`src/strap_step_pkg.sv`:
```
/*
 * Shared constants and types for the strap and oscillator step control block.
 * Assumes a 40 MHz system clock and 32-bit APB register access.
 */
package strap_step_pkg;

    localparam int ADDR_W = 12;
    localparam int NUM_W = 32;

    // Register byte offsets.
    localparam logic [ADDR_W-1:0] OFS_CTRL = 12'h000;
    localparam logic [ADDR_W-1:0] OFS_STEP_SIZE = 12'h004;
    localparam logic [ADDR_W-1:0] OFS_LOOP1_NUM = 12'h008;
    localparam logic [ADDR_W-1:0] OFS_LOOP2_NUM = 12'h00C;
    localparam logic [ADDR_W-1:0] OFS_STEP_CMD = 12'h010;
    localparam logic [ADDR_W-1:0] OFS_STATUS_PIN = 12'h014;
    localparam logic [ADDR_W-1:0] OFS_ADDR = 12'h018;

    // Control register fields.
    localparam int CTRL_LOOP1_NCO = 0;
    localparam int CTRL_LOOP2_NCO = 1;
    localparam int CTRL_UPPER_LSB = 8;
    localparam int CTRL_UPPER_W = 5;

    // Step command fields (write one to request a step).
    localparam int CMD_UP = 0;
    localparam int CMD_DOWN = 1;

    // Status pin configuration fields.
    localparam int SP_UP_STATUS = 0;
    localparam int SP_DOWN_STATUS = 1;
    localparam int SP_UP_PUSHPULL = 2;
    localparam int SP_DOWN_PUSHPULL = 3;
    localparam int SP_UP_VALUE = 4;
    localparam int SP_DOWN_VALUE = 5;

    // Reset values.
    localparam logic [4:0] UPPER_ADDR_RESET = 5'h18;
    localparam logic [NUM_W-1:0] STEP_SIZE_RESET = 32'h0000_0001;
    localparam logic [NUM_W-1:0] NUM_RESET = 32'h0000_0000;

    // Cycles after reset release before the straps are latched.
    localparam int STRAP_SETTLE = 4;

    typedef enum logic [1:0] {STEP_NONE, STEP_UP, STEP_DOWN} step_t;

endpackage

```
`src/strap_step_ctrl.sv`:
```
/*
 * Strap-derived target address and oscillator numerator stepping by pins, or by registers for loop one only.
 * Assumes pins are asynchronous to clk and an APB master on the register side.
 */
`timescale 1ns/1ps
`default_nettype none
module strap_step_ctrl
(
    input wire logic clk,
    input wire logic nrst,
    input wire logic psel,
    input wire logic penable,
    input wire logic pwrite,
    input wire logic [strap_step_pkg::ADDR_W-1:0] paddr,
    input wire logic [31:0] pwdata,
    output logic [31:0] prdata,
    output logic pready,
    output logic pslverr,
    input wire logic [1:0] addrStrapPin,
    input wire logic loop1_freq_up_pin,
    input wire logic loop1_freq_down_pin,
    input wire logic loop2_freq_up_pin_i,
    output logic loop2_freq_up_pin_o,
    output logic loop2_freq_up_pin_oe,
    input wire logic loop2_freq_down_pin_i,
    output logic loop2_freq_down_pin_o,
    output logic loop2_freq_down_pin_oe,
    output logic [6:0] targetAddress,
    output logic [strap_step_pkg::NUM_W-1:0] loop1Numerator,
    output logic [strap_step_pkg::NUM_W-1:0] loop2Numerator
);
    import strap_step_pkg::*;

    typedef struct packed {
        logic [2:0][5:0] sync;
        logic [3:0] prevLevel;
        logic [2:0] settle;
        logic strapDone;
        logic [6:0] targetAddress;
        logic loop1Nco;
        logic loop2Nco;
        logic [4:0] upperAddr;
        logic [NUM_W-1:0] stepSize;
        logic [5:0] statusPin;
        logic [NUM_W-1:0] num1;
        logic [NUM_W-1:0] num2;
        logic [31:0] prdata;
        logic pready;
        logic pslverr;
        logic upO;
        logic upOe;
        logic downO;
        logic downOe;
    } state_t;

    state_t r;
    state_t next_r;

    ////////////////////////////////////////////////////////////////////////////
    // Applies one step to a numerator.
    function automatic logic [NUM_W-1:0] applyStep(input logic [NUM_W-1:0] num,
        input logic [NUM_W-1:0] size, input step_t dir);
        applyStep = num;
        case (dir)
            STEP_UP: applyStep = num + size;
            STEP_DOWN: applyStep = num - size;
            default: applyStep = num;
        endcase
    endfunction

    // Picks the step direction; simultaneous up and down cancel.
    function automatic step_t stepDir(input logic up, input logic down);
        stepDir = STEP_NONE;
        if (up && !down)
        begin
            stepDir = STEP_UP;
        end
        else if (down && !up)
        begin
            stepDir = STEP_DOWN;
        end
    endfunction

    ////////////////////////////////////////////////////////////////////////////
    always_comb
    begin
        logic [5:0] pins;
        logic [3:0] level;
        logic [3:0] rise;
        logic wr;
        logic rd;
        logic regUp;
        logic regDown;
        pins = '0;
        level = '0;
        rise = '0;
        wr = 1'b0;
        rd = 1'b0;
        regUp = 1'b0;
        regDown = 1'b0;
        next_r = r;
        pins = {loop2_freq_down_pin_i, loop2_freq_up_pin_i, loop1_freq_down_pin,
            loop1_freq_up_pin, addrStrapPin};
        next_r.sync[0] = pins;
        next_r.sync[1] = r.sync[0];
        next_r.sync[2] = r.sync[1];
        // A level counts once the second and third stages agree.
        for (int i = 0; i < 4; i++)
        begin
            level[i] = (r.sync[1][i+2] == r.sync[2][i+2]) ? r.sync[2][i+2] : r.prevLevel[i];
        end
        rise = level & ~r.prevLevel;
        next_r.prevLevel = level;

        // Straps are latched once a short settle after reset release.
        if (!r.strapDone)
        begin
            if (r.settle == 3'(STRAP_SETTLE - 1))
            begin
                next_r.strapDone = 1'b1;
                next_r.targetAddress = {r.upperAddr, r.sync[2][1:0]};
            end
            else
            begin
                next_r.settle = r.settle + 3'h1;
            end
        end

        // APB slave with zero wait states.
        next_r.pready = 1'b0;
        next_r.pslverr = 1'b0;
        wr = psel && !penable && pwrite;
        rd = psel && !penable && !pwrite;
        if (psel && !penable)
        begin
            next_r.pready = 1'b1;
            next_r.prdata = 32'h0000_0000;
        end
        if (wr)
        begin
            case (paddr)
                OFS_CTRL:
                begin
                    next_r.loop1Nco = pwdata[CTRL_LOOP1_NCO];
                    next_r.loop2Nco = pwdata[CTRL_LOOP2_NCO];
                    next_r.upperAddr = pwdata[CTRL_UPPER_LSB +: CTRL_UPPER_W];
                end
                OFS_STEP_SIZE: next_r.stepSize = pwdata;
                OFS_STEP_CMD:
                begin
                    regUp = pwdata[CMD_UP];
                    regDown = pwdata[CMD_DOWN];
                end
                OFS_STATUS_PIN: next_r.statusPin = pwdata[5:0];
                OFS_LOOP1_NUM, OFS_LOOP2_NUM, OFS_ADDR:
                begin
                    next_r.pslverr = 1'b1;
                end
                default: next_r.pslverr = 1'b1;
            endcase
        end
        if (rd)
        begin
            case (paddr)
                OFS_CTRL: next_r.prdata = {19'h0, r.upperAddr, 6'h0, r.loop2Nco, r.loop1Nco};
                OFS_STEP_SIZE: next_r.prdata = r.stepSize;
                OFS_LOOP1_NUM: next_r.prdata = r.num1;
                OFS_LOOP2_NUM: next_r.prdata = r.num2;
                OFS_STEP_CMD: next_r.prdata = 32'h0000_0000;
                OFS_STATUS_PIN: next_r.prdata = {26'h0, r.statusPin};
                OFS_ADDR: next_r.prdata = {24'h0, r.strapDone, r.targetAddress};
                default: next_r.pslverr = 1'b1;
            endcase
        end

        // Loop one steps from pin edges or register requests.
        if (r.loop1Nco)
        begin
            next_r.num1 = applyStep(r.num1, r.stepSize,
                stepDir(rise[0] || regUp, rise[1] || regDown));
        end
        // Loop two pins step only while they are not status outputs.
        if (r.loop2Nco)
        begin
            next_r.num2 = applyStep(r.num2, r.stepSize,
                stepDir(rise[2] && !r.statusPin[SP_UP_STATUS],
                rise[3] && !r.statusPin[SP_DOWN_STATUS]));
        end

        // Status drivers: push-pull drives both levels, open-drain only pulls low.
        next_r.upO = r.statusPin[SP_UP_VALUE];
        next_r.upOe = r.statusPin[SP_UP_STATUS] && (r.statusPin[SP_UP_PUSHPULL]
            || !r.statusPin[SP_UP_VALUE]);
        next_r.downO = r.statusPin[SP_DOWN_VALUE];
        next_r.downOe = r.statusPin[SP_DOWN_STATUS] && (r.statusPin[SP_DOWN_PUSHPULL]
            || !r.statusPin[SP_DOWN_VALUE]);
    end

    ////////////////////////////////////////////////////////////////////////////
    always_ff @(posedge clk or negedge nrst)
    begin
        if (!nrst)
        begin
            r <= '0;
            r.upperAddr <= UPPER_ADDR_RESET;
            r.targetAddress <= {UPPER_ADDR_RESET, 2'b00};
            r.stepSize <= STEP_SIZE_RESET;
            r.num1 <= NUM_RESET;
            r.num2 <= NUM_RESET;
        end
        else
        begin
            r <= next_r;
        end
    end

    assign prdata = r.prdata;
    assign pready = r.pready;
    assign pslverr = r.pslverr;
    assign targetAddress = r.targetAddress;
    assign loop1Numerator = r.num1;
    assign loop2Numerator = r.num2;
    assign loop2_freq_up_pin_o = r.upO;
    assign loop2_freq_up_pin_oe = r.upOe;
    assign loop2_freq_down_pin_o = r.downO;
    assign loop2_freq_down_pin_oe = r.downOe;

endmodule
`default_nettype wire

```
`config.mk`:
```
export PLATFORM = sky130hd
export DESIGN_NAME = strap_step_ctrl
export DESIGN_NICKNAME = d
export VERILOG_FILES = /design/src/strap_step_pkg.sv /design/src/strap_step_ctrl.sv
export SDC_FILE = /design/constraint.sdc
export NUM_CORES = 1
export LEC_CHECK = 0
export BUFFER_PORTS_ARGS = -buffer_cell sky130_fd_sc_hd__buf_2
export CAP_MARGIN = 10
export CORE_MARGIN = 2
export CORE_UTILIZATION = 55
export CTS_BUF_LIST = sky130_fd_sc_hd__clkbuf_2 sky130_fd_sc_hd__clkbuf_4 sky130_fd_sc_hd__clkbuf_8
export CTS_CLUSTER_SIZE = 20
export DETAILED_ROUTE_END_ITERATION = 10
export PLACE_DENSITY = 0.87
export SLEW_MARGIN = 0
export SYNTH_ARGS = -nofsm -noshare
export SYNTH_HDL_FRONTEND = slang
export SYNTH_SLANG_ARGS = --single-unit
```
`constraint.sdc`:
```
create_clock -name clk -period 6.8 [get_ports clk]
set_input_delay 1.02 -clock clk [delete_from_list [all_inputs] [get_ports clk]]
set_output_delay 1.02 -clock clk [all_outputs]
set_load 0.01 [all_outputs]
```
Word level (Yosys, flattened, before mapping)
Cells that the tools add are included.
Word-level totals
  register bits: 180
  latch bits: 0
  bits in writable memories: 0
  memory bits (read-only): 0
  input bits: 55
  output and inout bits: 109
  memories: 0
Operators by class
  $add $sub $neg: 5
  multipliers: 0
  divide/modulo/power cells: 0
  magnitude comparators: 0
  equality and inequality tests: 15
  shifts and indexed selects: 0
  multiplexer cells: 25
  bitwise logic cells: 4
  reductions and logical operators: 37
Operator list (number)
  $pmux 32 s7: 1
  $pmux 32 s2: 2
  $add 32x32->32: 2
  $sub 32x32->32: 2
  $eq 12x5->1 const B: 3
  $mux 33: 1
  $mux 32: 1
  $eq 12x4->1 const B: 2
  $mux 8: 2
  $reduce_and 2->1: 7
  $eq 12x3->1 const B: 1
  $logic_not 12->1: 1
  $mux 1: 12
  $mux 2: 6
  $logic_and 1x1->1: 11
  $logic_not 1->1: 10
  $reduce_or 7->1: 1
  $and 4x4->4: 1
  $eq 1x1->1: 4
  $eq 2x1->1 const B: 2
  $eq 2x2->1 const B: 2
  $logic_or 1x1->1: 4
  $not 4->4: 1
  $reduce_bool 2->1: 2
  4 further kinds: 5

Longest topological paths before layout
  depth in word-level cells: 13
  depth in mapped cells: 21

Worst setup path after synthesis
No wires, ideal clock.
  path type: input-to-reg
  from: input paddr[2] (netlist bit)
  to: register r (netlist bit loop1Numerator[28])
  library setup time: 0.120 ns
  data arrival time: 4.732 ns
  required time: 6.680 ns
  setup slack: 1.949 ns
  stages: 17
  path buffers: 3
  cells stage by stage: clkbuf_1 buf_1 nor4_1 a21oi_1 ha_1 buf_1 nor2_1 xnor2_1 ha_1 nor2b_1 o31a_1 o22ai_1 o21ai_1 a211oi_2 nor4_1 or3_1 a31o_1
Between the ends
  word-level cells in the longest chain between the ends: 12
  elaborated cells on any way between the ends: 19
  classes of those cells: eq/ne: 3; mux: 8; reduce/logical: 8
Ends and longest elaborated chain
  start: declaration: line strap_step_ctrl.sv:14  | input wire logic [strap_step_pkg::ADDR_W-1:0] paddr,
  $eq 12x5->1 (*): line strap_step_ctrl.sv:141  | case (paddr)
  $mux 1: line strap_step_ctrl.sv:141
  $mux 1: line strap_step_ctrl.sv:139  | if (wr)
  $logic_or 1x1->1: line strap_step_ctrl.sv:180  | stepDir(rise[0] || regUp, rise[1] || regDown));
  $logic_not 1->1: line strap_step_ctrl.sv:78  | else if (down && !up)
  $logic_and 1x1->1: line strap_step_ctrl.sv:78
  $mux 2: line strap_step_ctrl.sv:78
  $mux 2 (*): line strap_step_ctrl.sv:74  | if (up && !down)
  $mux 2 (*): line strap_step_ctrl.sv:177  | if (r.loop1Nco)
  $eq 2x2->1 / $eq 2x1->1 (equally long branches): line strap_step_ctrl.sv:64  | case (dir)
  $reduce_bool 2->1 (no line)
  $reduce_and 2->1 (no line)
  end signal: assignment: line strap_step_ctrl.sv:213  | r <= next_r;
  end: declaration: line strap_step_ctrl.sv:56  | state_t r;
Mark *: on every way between the ends. The rest lies on a longest branch, timed or not. The select of a mux whose other input is x is not followed.
A chain may end at the register's enable or synchronous reset.

Final worst setup path
  from: input penable
  to: register r (netlist bit loop1Numerator[28])
Between the ends
  word-level cells in the longest chain between the ends: 13
  elaborated cells on any way between the ends: 19
  classes of those cells: eq/ne: 2; mux: 6; reduce/logical: 11
Ends and longest elaborated chain
  start: declaration: line strap_step_ctrl.sv:12  | input wire logic penable,
  $logic_not 1->1 (*): line strap_step_ctrl.sv:132  | wr = psel && !penable && pwrite;
  $logic_and 1x1->1 (*) (2 in a row): line strap_step_ctrl.sv:132
  $mux 1: line strap_step_ctrl.sv:139
  $logic_or 1x1->1: line strap_step_ctrl.sv:180
  $logic_not 1->1: line strap_step_ctrl.sv:78
  $logic_and 1x1->1: line strap_step_ctrl.sv:78
  $mux 2: line strap_step_ctrl.sv:78
  $mux 2 (*): line strap_step_ctrl.sv:74
  $mux 2 (*): line strap_step_ctrl.sv:177
  $eq 2x2->1 / $eq 2x1->1 (equally long branches): line strap_step_ctrl.sv:64
  $reduce_bool 2->1 (no line)
  $reduce_and 2->1 (no line)
Marks and branches as above.

==> impl_metrics.csv <==
group,metric,value,unit
clock_network,cts_buffers,17,
route,remaining_drc_errors,0,
flow_run,max_cap_violations,0,
route,wl_per_cell,19.7,µm
grt,grt_pass1_wl,53800,µm
yosys,yosys.area_share.adder,7.11,%
route,vias_per_cell,6.11,
route,wirelength,33900,µm
critical_path,r2r-end,"loop1Numerator[31]$_DFFE_PN0P_",
timing,max_freq,196,MHz
timing,finClkSkew,20.9,ps
route,drtIter0Drc,1221,
pwr,p_leak,6.42,nW
clock_network,cts_sinks,180,
yosys,synth-main-ff-cell,"dfrtp_1",
clock_network,cts_root_buf,"clkbuf_8",
yosys,syn_inst,1418,
yosys,synth_compound_area_share,16.5,%
grt,grt_pass1_vias,9966,
critical_path,cpPeakStageDelay,420,ps
yosys,ys_seq_area_share,35.7,%
clock_network,clk_path_buf_depth,2,
critical_path,start_kind,"input pin",
clock_network,clock_latency,500,ps
yosys,synth-xor-area-share,7.75,%
route,route.vias.total,10522,
clock_network,ctsHoldBuffers,0,
floorplanning,start_util,56.0,%
yosys,synth_edf_count,0,
yosys,synth.area.mux_share,8.04,%
yosys,async_flop_share,100,%
floorplanning,die_area,0.0242,mm²
timing,min_period_over_period,75.0,%
floorplanning,row_count,55,
critical_path,cp.required,7200,ps
floorplanning,dieWidth,156,µm
layout,filler_cell_count,1939,
grt,antenna_found_initial,0,
timing,finalMaxSlewViolations,0,
critical_path,r2r_start,"r[109]$_DFFE_PN0P_",
place,portBuffers,163,
yosys,syn_area_per_cell,8.91,µm²
timing,hold_viol_final,0,
critical_path,slowest_stage,"a211oi_2",
yosys,synthTopCellsByArea,"dfrtp_1, ha_1, buf_4",
floorplanning,die_y,156,µm
critical_path,crit_end,"loop1Numerator[28]$_DFFE_PN0P_",
layout,drive_above_1_share,20.3,%
grt,grt_max_degree,106,
layout,diodes,0,
clock_network,htreeDepth,4,
critical_path,rrSetupSlack,2090,ps
grt,grt_util_all_layers,28.2,%
critical_path,crit_buf_inv,4,
layout,synthToLayoutAreaGrowth,4.58,%
timing,worst_slew_margin_rel,23.1,%
yosys,synth_top_cell_by_area,"dfrtp_1",
critical_path,worst-r2r-cell-count,18,
critical_path,critPathArrivalTime,5500,ps
place,place_congestion,0.979,
clock_network,cts_tree,"built",
place,dpl.hpwl,25500,µm
worst_hold_path,hp-start,"next_r[173]$_DFF_PN0_",
timing,setup_tns,0,ps
floorplanning,ios,164,
yosys,syn-num-nets,1542,
critical_path,crit_type,"input pin to flip-flop",
clock_network,path_clk_slew,120,ps
timing,setup_viol,0,
layout,nets,1548,
yosys,synth_top_family_by_area,"compound AO/OA/AOI/OAI gates",
critical_path,crit_cells,21,
pwr,ir_drop,0.000102,V
yosys,yosysWarnings,0,
yosys,synth_area,0.0126,mm²
timing,worst_pin_slew,1150,ps
yosys,ys_seq_elements,180,
timing,period_needed,5100,ps
layout,final_core_util,58.5,%
grt,globalRouteOverflowTotal,0,
route,antenna_left,0,
timing,grt_setup_unrepaired,"no",
critical_path,crit_start,"penable",
floorplanning,core,0.0226,mm²
yosys,yosys.area_share.simple,15.4,%
critical_path,worstPathMaxFanout,35,
worst_hold_path,hold_class,"flip-flop to flip-flop",
route,firstDrtPassIters,5,
yosys,yosysUniqueCellTypes,76,
clock_network,cts_setup_buffers,0,
critical_path,crit_chain,"buf_2 > nand2b_1 > buf_4 > inv_1 > nand3_1 > nor4_1 > nand2_1 > o21ai_0 > ha_1 > buf_4 > nor2_1 > xnor2_1 > ha_1 > nor2b_1 > o31a_1 > o22ai_1 > o21ai_1 > a211oi_2 > nor4_1 > or3_1 > a31o_1",
clock_network,ctsResizeCount,0,
pwr,power.density,156,mW/mm²
yosys,synth_top_area_share,34.7,%
run_status,status,"completed",
critical_path,endpoint_kind,"flip-flop",
critical_path,cp_top_family,"compound AO/OA/AOI/OAI gates",
cell usage in the layout, fill, tap and decap left out, types with 28 or more instances in the layout:
master,count
mux2_2,52
nor2_1,110
xnor2_1,87
mux2i_1,43
nand2_1,151
ha_1,67
o21ai_0,111
buf_2,162
dfrtp_1,175
a21oi_1,93
inv_1,28
a21o_1,31
worst min-delay path by stage:
stage | endpoint | cells past startpoint
final | next_r[179]$_DFF_PN0_ | 0
after global routing | next_r[179]$_DFF_PN0_ | 0
after CTS | next_r[178]$_DFF_PN0_ | 0
after detailed placement | next_r[176]$_DFF_PN0_ | 0
after global placement | r[175]$_DFF_PN0_ | 0
after floorplan | next_r[174]$_DFF_PN0_ | 0
per-stage QoR:
stage	hold WS, ps	instance area, µm²	power, mW	setup slack, ps	cells
final	362	13200	2.06	1700	1722
after global routing	371	13200	2.11	1410	1722
after CTS	366	13200	2.06	1850	1722
after detailed placement	336	12800	1.28	1340	1690
after global placement	332	12800	1.28	1560	1690
after floorplan	331	12600	1.22	1950	1418
routing by layer:
layer	global-route usage, %	part of all wire, %
met3	4.56	8.4
met1	40.7	45
met2	42.7	44
met4	10.8	3.2
met5	0	0
kinds of logic after synthesis:
kind of cell / count (synthesis)
AOI/OAI and AO/OA: 343
xor gates and xnor gates: 111
adders and majority gates: 71
buffers and inverters: 213
DFF: 180
muxes: 95
and+or+nand+nor: 405
where the power goes:
part           internal, mW  leakage (nW)  switching, mW  total, mW
Sequential             1.08          2.42        0.00683       1.09
Clock                 0.290         0.210          0.502      0.791
Combinational        0.0673          3.79          0.112      0.179
Total                  1.44          6.42          0.620       2.06
flip-flops by register name, summed over array words and instances, names as in the netlist, 7 cells and up:
signal / count
r: 57
loop1Numerator: 32
loop2Numerator: 32
prdata: 32
next_r: 14
targetAddress: 7
area by class of cell:
cell class / instances / area (µm²) / area share (%)
multi-input combinational: 1025 / 6920 / 52.4
sequential: 180 / 4510 / 34.1
timing repair buffer: 172 / 890 / 6.73
tap: 285 / 357 / 2.70
clock buffer: 17 / 234 / 1.77
clock inverter: 15 / 198 / 1.50
inverter: 28 / 105 / 0.795
worst register-to-register path: stages (launching register included):
cell	delay [ps]
dfrtp_1	470
inv_1	120
ha_1	200
nand2b_1	120
nand2b_1	260
nor4_4	450
nand2_1	180
nor4_1	440
nor2_1	110
xnor2_1	150
ha_1	380
a21oi_1	310
o21ai_0	150
a2111oi_0	540
a22oi_1	110
a21bo_2	260
or4_1	120
nand3_1	90
xor2_1	150
cell usage after synthesis, types with 28 or more instances:
| cell | n |
|---|---|
| a21o_1 | 31 |
| clkbuf_1 | 60 |
| dfrtp_1 | 175 |
| a21oi_1 | 93 |
| ha_1 | 67 |
| buf_4 | 106 |
| nor2_1 | 110 |
| mux2_2 | 52 |
| mux2i_1 | 43 |
| xnor2_1 | 87 |
| o21ai_0 | 111 |
| nand2_1 | 151 |
| inv_1 | 28 |
Note: power is estimated with default switching activity, not from simulation.
